[src/lbmc_params.svh]
// timing counts, reset values and slot figures for the local bus master control block
`ifndef LBMC_PARAMS_SVH
`define LBMC_PARAMS_SVH

// ----------------------------------------------------------------------------
// clock
// ----------------------------------------------------------------------------
`define LBMC_CLK_PERIOD_NS 50

// ----------------------------------------------------------------------------
// target ready window after address strobe
// ----------------------------------------------------------------------------
`define LBMC_RDY_MIN_NS 30
`define LBMC_RDY_MAX_NS 5000
`define LBMC_RDY_MIN_CYC ((`LBMC_RDY_MIN_NS + `LBMC_CLK_PERIOD_NS - 1) / `LBMC_CLK_PERIOD_NS)
`define LBMC_RDY_MAX_CYC (`LBMC_RDY_MAX_NS / `LBMC_CLK_PERIOD_NS)

// ----------------------------------------------------------------------------
// arbitration
// ----------------------------------------------------------------------------
`define LBMC_GRANT_LAT_NS 20000
`define LBMC_GRANT_LAT_CYC (`LBMC_GRANT_LAT_NS / `LBMC_CLK_PERIOD_NS)
`define LBMC_SLOTS 3
`define LBMC_SLOT_IDX_W 2
`define LBMC_TMO_W 8

// ----------------------------------------------------------------------------
// reset values
// ----------------------------------------------------------------------------
`define LBMC_GRANT_N_RST 3'h7
`define LBMC_TMO_RST 8'h00

`endif

[src/lbmc_pkg.sv]
// types shared by the local bus master control block
package lbmc_pkg;

	// ------------------------------------------------------------------------
	// isa command strobes, active high after inversion
	// ------------------------------------------------------------------------
	typedef struct packed {
		logic memRd;
		logic memWr;
		logic ioRd;
		logic ioWr;
	} lbmc_cmd_s;

	// ------------------------------------------------------------------------
	// forwarding sequence
	// ------------------------------------------------------------------------
	typedef enum logic [2:0] {
		FWD_IDLE = 3'b000,
		FWD_ADS = 3'b001,
		FWD_CLAIM = 3'b010,
		FWD_WAIT_RDY = 3'b011,
		FWD_WAIT_END = 3'b100,
		FWD_RTN = 3'b101
	} lbmc_fwd_e;

endpackage : lbmc_pkg

[src/lbmc_top.sv]
// isa cycle forwarding onto the local bus and three-slot local master arbiter
// Functional notes
// - forwarded memory cycle starts with M/IO high, i/o cycle with M/IO low
// - memory cycle 16-bit only with early MEMCS16
// - command strobe synchronised before use
// - address strobe low for exactly one cycle
// - unclaimed cycle: idle, still pulse ready-return
// - claimed: steer data, wait target ready
// - target ready releases IOCHRDY
// - ready-return one cycle after command ends
// - isa i/o cycles always 8-bit
// - M/IO lowered once i/o command seen
// - three request/grant pairs, grant answers request
// - request released, grant removed
// - preempt by removing grant, master releases
// - grant latency within 20 us normally
// - hold IOCHRDY low on claim plus command
// - MEMCS16 follows target claim low
// - D/C held high during forwarded cycles
`timescale 1ns/1ps
`include "lbmc_params.svh"
`default_nettype none

module lbmc_top
	import lbmc_pkg::*;
(
	input wire logic ref_clk,
	input wire logic reset_n,
	input wire logic isaMemRdN,
	input wire logic isaMemWrN,
	input wire logic isaIoRdN,
	input wire logic isaIoWrN,
	input wire logic target_claim_n,
	input wire logic target_ready_n,
	input wire logic [`LBMC_SLOTS-1:0] master_request_n,
	output logic adsN,
	output logic mioN,
	output logic wrN,
	output logic dcN,
	output logic memCs16N,
	output logic iochrdy,
	output logic xfer16,
	output logic isaToLocalOe,
	output logic localToIsaOe,
	output logic ready_return_n,
	output logic [`LBMC_SLOTS-1:0] master_grant_n
);

	// ------------------------------------------------------------------------
	// helpers
	// ------------------------------------------------------------------------
	function automatic logic [`LBMC_SLOT_IDX_W-1:0] pickSlot(input logic [`LBMC_SLOTS-1:0] req);
		pickSlot = 2'h0;
		if (req[0]) begin
			pickSlot = 2'h0;
		end else if (req[1]) begin
			pickSlot = 2'h1;
		end else if (req[2]) begin
			pickSlot = 2'h2;
		end
	endfunction : pickSlot

	function automatic logic [`LBMC_SLOTS-1:0] slotMask(input logic [`LBMC_SLOT_IDX_W-1:0] idx);
		slotMask = 3'h0;
		slotMask[idx] = 1'b1;
	endfunction : slotMask

	// ------------------------------------------------------------------------
	// command strobe synchroniser
	// ------------------------------------------------------------------------
	lbmc_cmd_s cmdMeta_r;
	lbmc_cmd_s cmdSync_r;
	wire lbmc_cmd_s cmdRaw = '{memRd: ~isaMemRdN, memWr: ~isaMemWrN, ioRd: ~isaIoRdN,
		ioWr: ~isaIoWrN};

	always_ff @(posedge ref_clk or negedge reset_n) begin
		if (!reset_n) begin
			cmdMeta_r <= '0;
			cmdSync_r <= '0;
		end else begin
			cmdMeta_r <= cmdRaw;
			cmdSync_r <= cmdMeta_r;
		end
	end

	wire logic cmdAny = |cmdSync_r;
	wire logic cmdIo = cmdSync_r.ioRd | cmdSync_r.ioWr;
	wire logic cmdWrite = cmdSync_r.memWr | cmdSync_r.ioWr;

	// ------------------------------------------------------------------------
	// forwarding state machine
	// ------------------------------------------------------------------------
	lbmc_fwd_e fwd_r;
	lbmc_fwd_e fwd_nxt;
	logic [`LBMC_TMO_W-1:0] tmo_r;
	logic ownVld_r;
	logic isWrite_r;
	logic claimed_r;

	wire logic claimNow = ~target_claim_n;
	wire logic readyNow = ~target_ready_n;
	// a target that never answers would hang the isa master; give up after the max window
	wire logic tmoHit = (tmo_r == 8'(`LBMC_RDY_MAX_CYC));
	wire logic fwdIdle = (fwd_r == FWD_IDLE);

	always_comb begin
		fwd_nxt = fwd_r;
		case (fwd_r)
			FWD_IDLE: begin
				if (cmdAny && !ownVld_r) begin
					fwd_nxt = FWD_ADS;
				end
			end
			FWD_ADS: begin
				fwd_nxt = FWD_CLAIM;
			end
			FWD_CLAIM: begin
				fwd_nxt = claimNow ? FWD_WAIT_RDY : FWD_WAIT_END;
			end
			FWD_WAIT_RDY: begin
				if (readyNow || tmoHit) begin
					fwd_nxt = FWD_WAIT_END;
				end
			end
			FWD_WAIT_END: begin
				if (!cmdAny) begin
					fwd_nxt = FWD_RTN;
				end
			end
			FWD_RTN: begin
				fwd_nxt = FWD_IDLE;
			end
			default: begin
				fwd_nxt = FWD_IDLE;
			end
		endcase
	end

	// ------------------------------------------------------------------------
	// forwarded cycle outputs
	// ------------------------------------------------------------------------
	wire logic startCyc = fwdIdle && (fwd_nxt == FWD_ADS);
	wire logic adsN_nxt = ~startCyc;
	// memory assumed until an i/o strobe has been seen
	wire logic mioN_nxt = fwdIdle ? ~(startCyc && cmdIo) : mioN;
	wire logic wrN_nxt = startCyc ? cmdWrite : (fwdIdle ? 1'b1 : wrN);
	wire logic xfer16_nxt = startCyc ? (!cmdIo && !memCs16N) : (fwdIdle ? 1'b0 : xfer16);
	wire logic holdRdy = claimNow && cmdAny && !fwdIdle && (fwd_r != FWD_RTN);
	wire logic iochrdy_nxt = (fwd_nxt == FWD_WAIT_RDY) ? 1'b0 :
		((fwd_r == FWD_CLAIM || fwd_r == FWD_ADS) && holdRdy) ? 1'b0 : 1'b1;
	wire logic dataSteer = (fwd_nxt == FWD_WAIT_RDY) || (claimed_r && fwd_nxt == FWD_WAIT_END);
	wire logic isaToLocal_nxt = dataSteer && isWrite_r;
	wire logic localToIsa_nxt = dataSteer && !isWrite_r;
	wire logic claimed_nxt = (fwd_r == FWD_CLAIM) ? claimNow : (fwdIdle ? 1'b0 : claimed_r);
	wire logic [`LBMC_TMO_W-1:0] tmo_nxt = (fwd_r == FWD_WAIT_RDY && !tmoHit) ?
		8'(tmo_r + 8'h01) : (fwd_r == FWD_WAIT_RDY ? tmo_r : `LBMC_TMO_RST);

	always_ff @(posedge ref_clk or negedge reset_n) begin
		if (!reset_n) begin
			fwd_r <= FWD_IDLE;
			tmo_r <= `LBMC_TMO_RST;
			isWrite_r <= 1'b1;
			claimed_r <= 1'b0;
			adsN <= 1'b1;
			mioN <= 1'b1;
			wrN <= 1'b1;
			dcN <= 1'b1;
			memCs16N <= 1'b1;
			iochrdy <= 1'b1;
			xfer16 <= 1'b0;
			isaToLocalOe <= 1'b0;
			localToIsaOe <= 1'b0;
			ready_return_n <= 1'b1;
		end else begin
			fwd_r <= fwd_nxt;
			tmo_r <= tmo_nxt;
			isWrite_r <= startCyc ? cmdWrite : isWrite_r;
			claimed_r <= claimed_nxt;
			adsN <= adsN_nxt;
			mioN <= mioN_nxt;
			wrN <= wrN_nxt;
			dcN <= 1'b1;
			memCs16N <= target_claim_n;
			iochrdy <= iochrdy_nxt;
			xfer16 <= xfer16_nxt;
			isaToLocalOe <= isaToLocal_nxt;
			localToIsaOe <= localToIsa_nxt;
			ready_return_n <= ~(fwd_nxt == FWD_RTN);
		end
	end

	// ------------------------------------------------------------------------
	// local master arbiter
	// ------------------------------------------------------------------------
	logic [`LBMC_SLOT_IDX_W-1:0] own_r;
	logic [`LBMC_SLOTS-1:0] reqAct;
	assign reqAct = ~master_request_n;

	// owner stays recorded after a preempt until it really lets go of its request
	wire logic [`LBMC_SLOTS-1:0] ownMask = slotMask(own_r);
	wire logic ownReq = |(reqAct & ownMask);
	wire logic [`LBMC_SLOTS-1:0] higherReq = reqAct & (ownMask - 3'h1);
	wire logic [`LBMC_SLOT_IDX_W-1:0] winner = pickSlot(reqAct);
	// no new grant while an isa cycle is forwarded; this is the latency that can pass 20 us
	wire logic newGrant = !ownVld_r && fwdIdle && !cmdAny && (|reqAct);
	wire logic release_ = ownVld_r && !ownReq;
	wire logic preempt = ownVld_r && ownReq && (|higherReq);
	wire logic ownVld_nxt = newGrant ? 1'b1 : (release_ ? 1'b0 : ownVld_r);
	wire logic [`LBMC_SLOT_IDX_W-1:0] own_nxt = newGrant ? winner : own_r;
	wire logic [`LBMC_SLOTS-1:0] grantN_nxt = newGrant ? ~slotMask(winner) :
		((release_ || preempt) ? `LBMC_GRANT_N_RST : master_grant_n);

	always_ff @(posedge ref_clk or negedge reset_n) begin
		if (!reset_n) begin
			ownVld_r <= 1'b0;
			own_r <= 2'h0;
			master_grant_n <= `LBMC_GRANT_N_RST;
		end else begin
			ownVld_r <= ownVld_nxt;
			own_r <= own_nxt;
			master_grant_n <= grantN_nxt;
		end
	end

endmodule : lbmc_top

`default_nettype wire

[config.mk]
export PLATFORM = sky130hd
export DESIGN_NAME = lbmc_top
export DESIGN_NICKNAME = d
export VERILOG_FILES = /design/src/lbmc_pkg.sv /design/src/lbmc_top.sv
export VERILOG_INCLUDE_DIRS = /design/src
export SDC_FILE = /design/constraint.sdc
export NUM_CORES = 1
export LEC_CHECK = 0
export BUFFER_PORTS_ARGS = -buffer_cell sky130_fd_sc_hd__buf_2
export CORE_AREA = 10 10 66 68
export DETAILED_ROUTE_END_ITERATION = 10
export DIE_AREA = 0 0 76 78
export PLACE_DENSITY = 0.74
export SLEW_MARGIN = 20
export SYNTH_ARGS = -nofsm -noshare
export SYNTH_HDL_FRONTEND = slang
export SYNTH_SLANG_ARGS = --single-unit
[constraint.sdc]
create_clock -name ref_clk -period 2.3 [get_ports ref_clk]
set_input_delay 0.69 -clock ref_clk [delete_from_list [all_inputs] [get_ports ref_clk]]
set_output_delay 0.69 -clock ref_clk [all_outputs]
set_load 0.05 [all_outputs]
Word level (Yosys, flattened, before mapping)
Cells that the tools add are included.

cells by class
  multiplexer cells = 25
  magnitude comparators = 4
  reduce and logical (&&, ||, !) cells = 41
  add/subtract/negate cells = 2
  eq/ne operators = 11
  bitwise gates (word level) = 15

operators by type and width
  cell                                                                           count
  1-bit logical AND                                                              20
  3-bit two-way mux                                                              6
  8-bit two-way mux                                                              2
  3-bit case mux with 5 select lines                                             1
  1-bit two-way mux                                                              11
  3-bit by 2-bit equality test with 1-bit output (second input constant)         3
  3-bit equality test (second input constant)                                    3
  1-bit inverter                                                                 9
  3-bit OR reduction                                                             3
  8-bit by 1-bit adder with 8-bit output (second input constant)                 1
  8-bit by 7-bit equality test with 1-bit output (second input constant)         1
  1-bit logical NOT                                                              8
  2-bit nonzero test                                                             4
  3-bit bitwise AND                                                              2
  3-bit by 1-bit equality test with 1-bit output (second input constant)         2
  2-bit by 3-bit less-than comparator with 1-bit output (second input constant)  2
  2-bit two-way mux                                                              3
  3-bit inverter                                                                 2
  1-bit demux with 2-bit select                                                  2
  2-bit by 1-bit >= comparator with 1-bit output (second input constant)         2
  1-bit logical OR                                                               4
  4-bit OR reduction                                                             1
  3-bit logical NOT                                                              1
  3-bit != test (second input constant)                                          1
  other kinds (3)                                                                4

word-level totals
  logic and storage cells = 122
  flip-flop bits (word level) = 36
  input bits = 11

Longest topological paths before layout
  word-level depth = 11
  depth in mapped cells = 6

Least setup slack after synthesis
OpenSTA, ideal clock, no wires.

  kind = input port to flip-flop
  start = input master_request_n[2]
  end = register master_grant_n[0]
  stages on the path = 3
  path slack = 0.494 ns
  arrival time = 1.722 ns
  library setup time = 0.084 ns
  path through = or3b_2 o2111a_1 o32a_1

between the ends
  longest elaborated chain between the ends = 10

ends and longest elaborated chain
  element                                                                                                                                        line             RTL
  start, declared                                                                                                                                lbmc_top.sv:35   input wire logic [`LBMC_SLOTS-1:0] master_request_n,
  3-bit inverter *                                                                                                                               lbmc_top.sv:197  assign reqAct = ~master_request_n;
  2-bit two-way mux                                                                                                                              lbmc_top.sv:58   end else if (req[2]) begin
  2-bit two-way mux                                                                                                                              lbmc_top.sv:56   end else if (req[1]) begin
  2-bit two-way mux                                                                                                                              lbmc_top.sv:54   if (req[0]) begin
  2-bit by 3-bit less-than comparator with 1-bit output (implied by the code) or 2-bit by 1-bit >= comparator with 1-bit output (tied branches)  lbmc_top.sv:65   slotMask[idx] = 1'b1;
  1-bit logical AND (implied by the code)                                                                                                        lbmc_top.sv:65
  1-bit two-way mux (implied by the code)                                                                                                        lbmc_top.sv:65
  1-bit demux with 2-bit select                                                                                                                  lbmc_top.sv:65
  3-bit inverter                                                                                                                                 lbmc_top.sv:210  wire logic [`LBMC_SLOTS-1:0] grantN_nxt = newGrant ? ~slotMask(winner) :
  3-bit two-way mux                                                                                                                              lbmc_top.sv:210
  end signal, assigned                                                                                                                           lbmc_top.sv:217  master_grant_n <= `LBMC_GRANT_N_RST;
  end signal, assigned                                                                                                                           lbmc_top.sv:221  master_grant_n <= grantN_nxt;
  end, declared                                                                                                                                  lbmc_top.sv:46   output logic [`LBMC_SLOTS-1:0] master_grant_n

Every way passes the cells marked *; elsewhere a longest branch is shown, timed or not.
A chain may end at the register's enable or synchronous reset.

Final worst setup path
  start = register memCs16N
  end = output memCs16N

RTL lines
  element                 line             RTL
  start, declared         lbmc_top.sv:40   output logic memCs16N,
  start signal, assigned  lbmc_top.sv:183  memCs16N <= target_claim_n;

No word-level cell between the ends.

==> metrics.md <==
| Metric | Value |
|---|---|
| Outcome | `finished clean` |
| Area Overhead vs Synth | `12.9%` |
| Primary FF master, synth | `dfrtp_1` |
| MaxCap Viol Count | `0` |
| Worst Tran Pin Value | `between 700 and 800 ps` |
| Total track usage | `11.7%` |
| Sequential share of the synthesized area | `56.6%` |
| Starting Density | `50.8%` |
| Peak VDD IR | `0.000566 V` |
| Ranking of synthesized cells by area | `dfrtp_1, dfstp_2, nand2_1, nor2_1, inv_1` |
| Clk slew on worst S/H paths | `approximately 110 ps` |
| Post-CTS setup buffer count | `0` |
| CTS root buffer | `clkbuf_4` |
| Power Density | `1150 mW/mm²` |
| CTS Hold Bufs | `0` |
| CP Data Required Time | `1610 ps` |
| Syn. warnings | `0` |
| Cts repair resizes | `0` |
| FF+latch count, synth | `36` |
| Cts bufs inserted | `5` |
| Area of the mapped netlist | `0.00161 mm²` |
| Drt via density | `5.27` |
| DRT iter0 DRCs | `80` |
| Critical Path Slowest Stage Cell | `dfstp_2` |
| Clk_skew | `about 5.4 ps` |
| First-pass GRT wire length | `approximately 5600 µm` |
| CTS tree | `done` |
| Drt pass-1 iters | `4` |
| Post-synthesis async set-or-reset flop share | `100%` |
| Final Setup Violations | `0` |
| WS Path Type | `reg2out` |
| Final Hold Violating Endpoints | `0` |
| Setup TNS | `0 ps` |
| DIE HEIGHT | `between 70 and 80 µm` |
| Critical Path, Cell by Cell | `buf_2` |
| Final Cycle Share | `80.2%` |
| Rel. slew slack | `49.2%` |
| Number of flops mapped to enable cells by yosys | `0` |
| Net count reported at finish | `184` |
| Share of layout cells above drive strength 1 | `a little over a quarter` |
| Pins Over Slew Limit | `0` |
| Crit path time final | `between 1500 and 2000 ps` |
| Number of core rows | `21` |
| Setup crit start kind | `flip-flop` |
| Gate Count Post-Synth | `between 100 and 150` |
| Layout Utilization | `between 50% and 60%` |
| Max incr delay on CP | `between 500 and 600 ps` |
| Initial antenna violation count | `0` |
| Crit path buf inv count | `1` |
| Die W | `76 µm` |
| Share of the synthesized area in the top cell type | `40.3%` |
| Static Leak | `roughly 0.79 nW` |
| H-tree levels | `2` |
| CORE AREA | `~0.0032 mm²` |
| IO Port Bufs | `22` |
| Pin count of the biggest net entering global routing | `37` |
| Avg Inst Size Synth | `10.8 µm²` |
| Worst path arrival time | `~1200 ps` |
| Unrepaired setup endpoints after global routing | `false` |
| Syn_nets | `162` |
| DRC | `0` |
| Most common cell after layout, fill and taps aside | `dfrtp_1` |
| Vias in the first global route | `1162` |
| Fmax | `between 0.5 and 0.6 GHz` |
| Yosys top cell by area | `dfrtp_1` |
| Most frequent cells in the layout | `dfrtp_1, buf_2, nand2_1` |
| Worst-case clock buffer depth | `2` |
| CP endpoint kind | `output port` |
| Avg WL per Cell | `~15 µm` |
| Post-DP HPWL | `2340 µm` |
| Clk_lat worst skew | `340 ps` |
| Total Routed Length | `~3200 µm` |
| Class of the most critical hold timing path | `reg2reg` |
| Placer Congestion | `0.817` |
| Overflow after GRT | `0` |
| Yosys cell types | `41` |
| Total number of vias | `1149` |
| Ports | `24` |
| Crit Path Max Fanout | `2` |
| Crit-path leading delay family | `flip-flops` |
| CTS Sinks | `36` |
| Die Area | `0.00593 mm²` |
| Post-DRT Antenna Nets | `0` |
| ANT cells | `0` |
-- logic make-up (layout without fill, tap and decap cells) --
kind of cell    after synthesis  count (layout)  synth area share (%)
simple gates                 55              55                  18.4
flops                        36              36                  56.6
compound gates               29              29                  13.5
buf+inv                      18              41                  4.96
xor+xnor                      4               4                  2.17
mux                           4               4                  2.56
fa+ha+maj                     2               2                  1.55
other cells                   1               1                 0.232
-- through the flow --
step                cell area [µm²]  instances  setup slack, ps  power [W]  hold slack (ps)
floorplan                      1610        149              494    0.00152              331
global placement               1740        210              341    0.00163              332
detailed placement             1740        210              317    0.00167              336
CTS                            1820        218              438    0.00213              363
global route                   1820        218              291    0.00223              373
finish                         1820        218              456    0.00210              365
-- power breakdown --
group	total [W]	switching (W)	internal (W)
Sequential	0.000933	0.000130	0.000803
Clock	0.000444	0.000217	0.000227
Combinational	0.000722	0.000491	0.000231
-- area by class of cell --
class	count	area, µm²
Sequential cell	36	913
Clock inverter	3	42.5
Tap cell	46	57.6
Clock buffer	5	37.5
Fill cell	282	1360
Timing Repair Buffer	22	110
Multi-Input combinational cell	95	621
Inverter	11	41.3
-- per-layer routing --
metal / up-vias / track usage, % / part of all wire (%)
li1: 568 / - / -
met1: 546 / 14.7 / 47
met2: 28 / 17.8 / 47
met3: 7 / 3.57 / 4.3
met4: 0 / 6.25 / 2.2
met5: - / 0 / 0
-- sequential cells by signal (all words and copies together) (netlist names), 2 cells and up --
| register | count |
|---|---|
| cmdMeta_r | 4 |
| own_r | 2 |
| master_grant_n | 3 |
| fwd_r | 3 |
| tmo_r | 8 |
| cmdSync_r | 4 |
-- cell usage after synthesis, types with 2 or more instances --
cell type and instances:
nor2_1 14, dfrtp_1 26, xnor2_1 3, ha_1 2, a22o_1 2, o32ai_1 2, or3_1 5, nor3b_1 2
a21oi_1 6, clkbuf_1 4, o21ai_0 6, nand3_1 5, nand3b_1 2, nand4bb_1 2, dfstp_2 10, a211oi_1 2
mux2i_1 3, o32a_1 2, inv_1 11, nand2_1 15, nor3_1 5
-- worst paths after layout --
check / from / endpoint / slack, ps / cells after the start
max: memCs16N / memCs16N / 460 / 1
min: cmdMeta_r[2] / cmdSync_r[2] / 370 / 0
max reg2reg: fwd_r[0] / localToIsaOe / 480 / 4
min reg2reg: cmdMeta_r[2] / cmdSync_r[2] / 370 / 0
max in group asynchronous: reset_n / tmo_r[3] / 1410 / 1
min in group asynchronous: reset_n / ownVld_r / 400 / 1
Note: power is estimated with default switching activity, not from simulation.
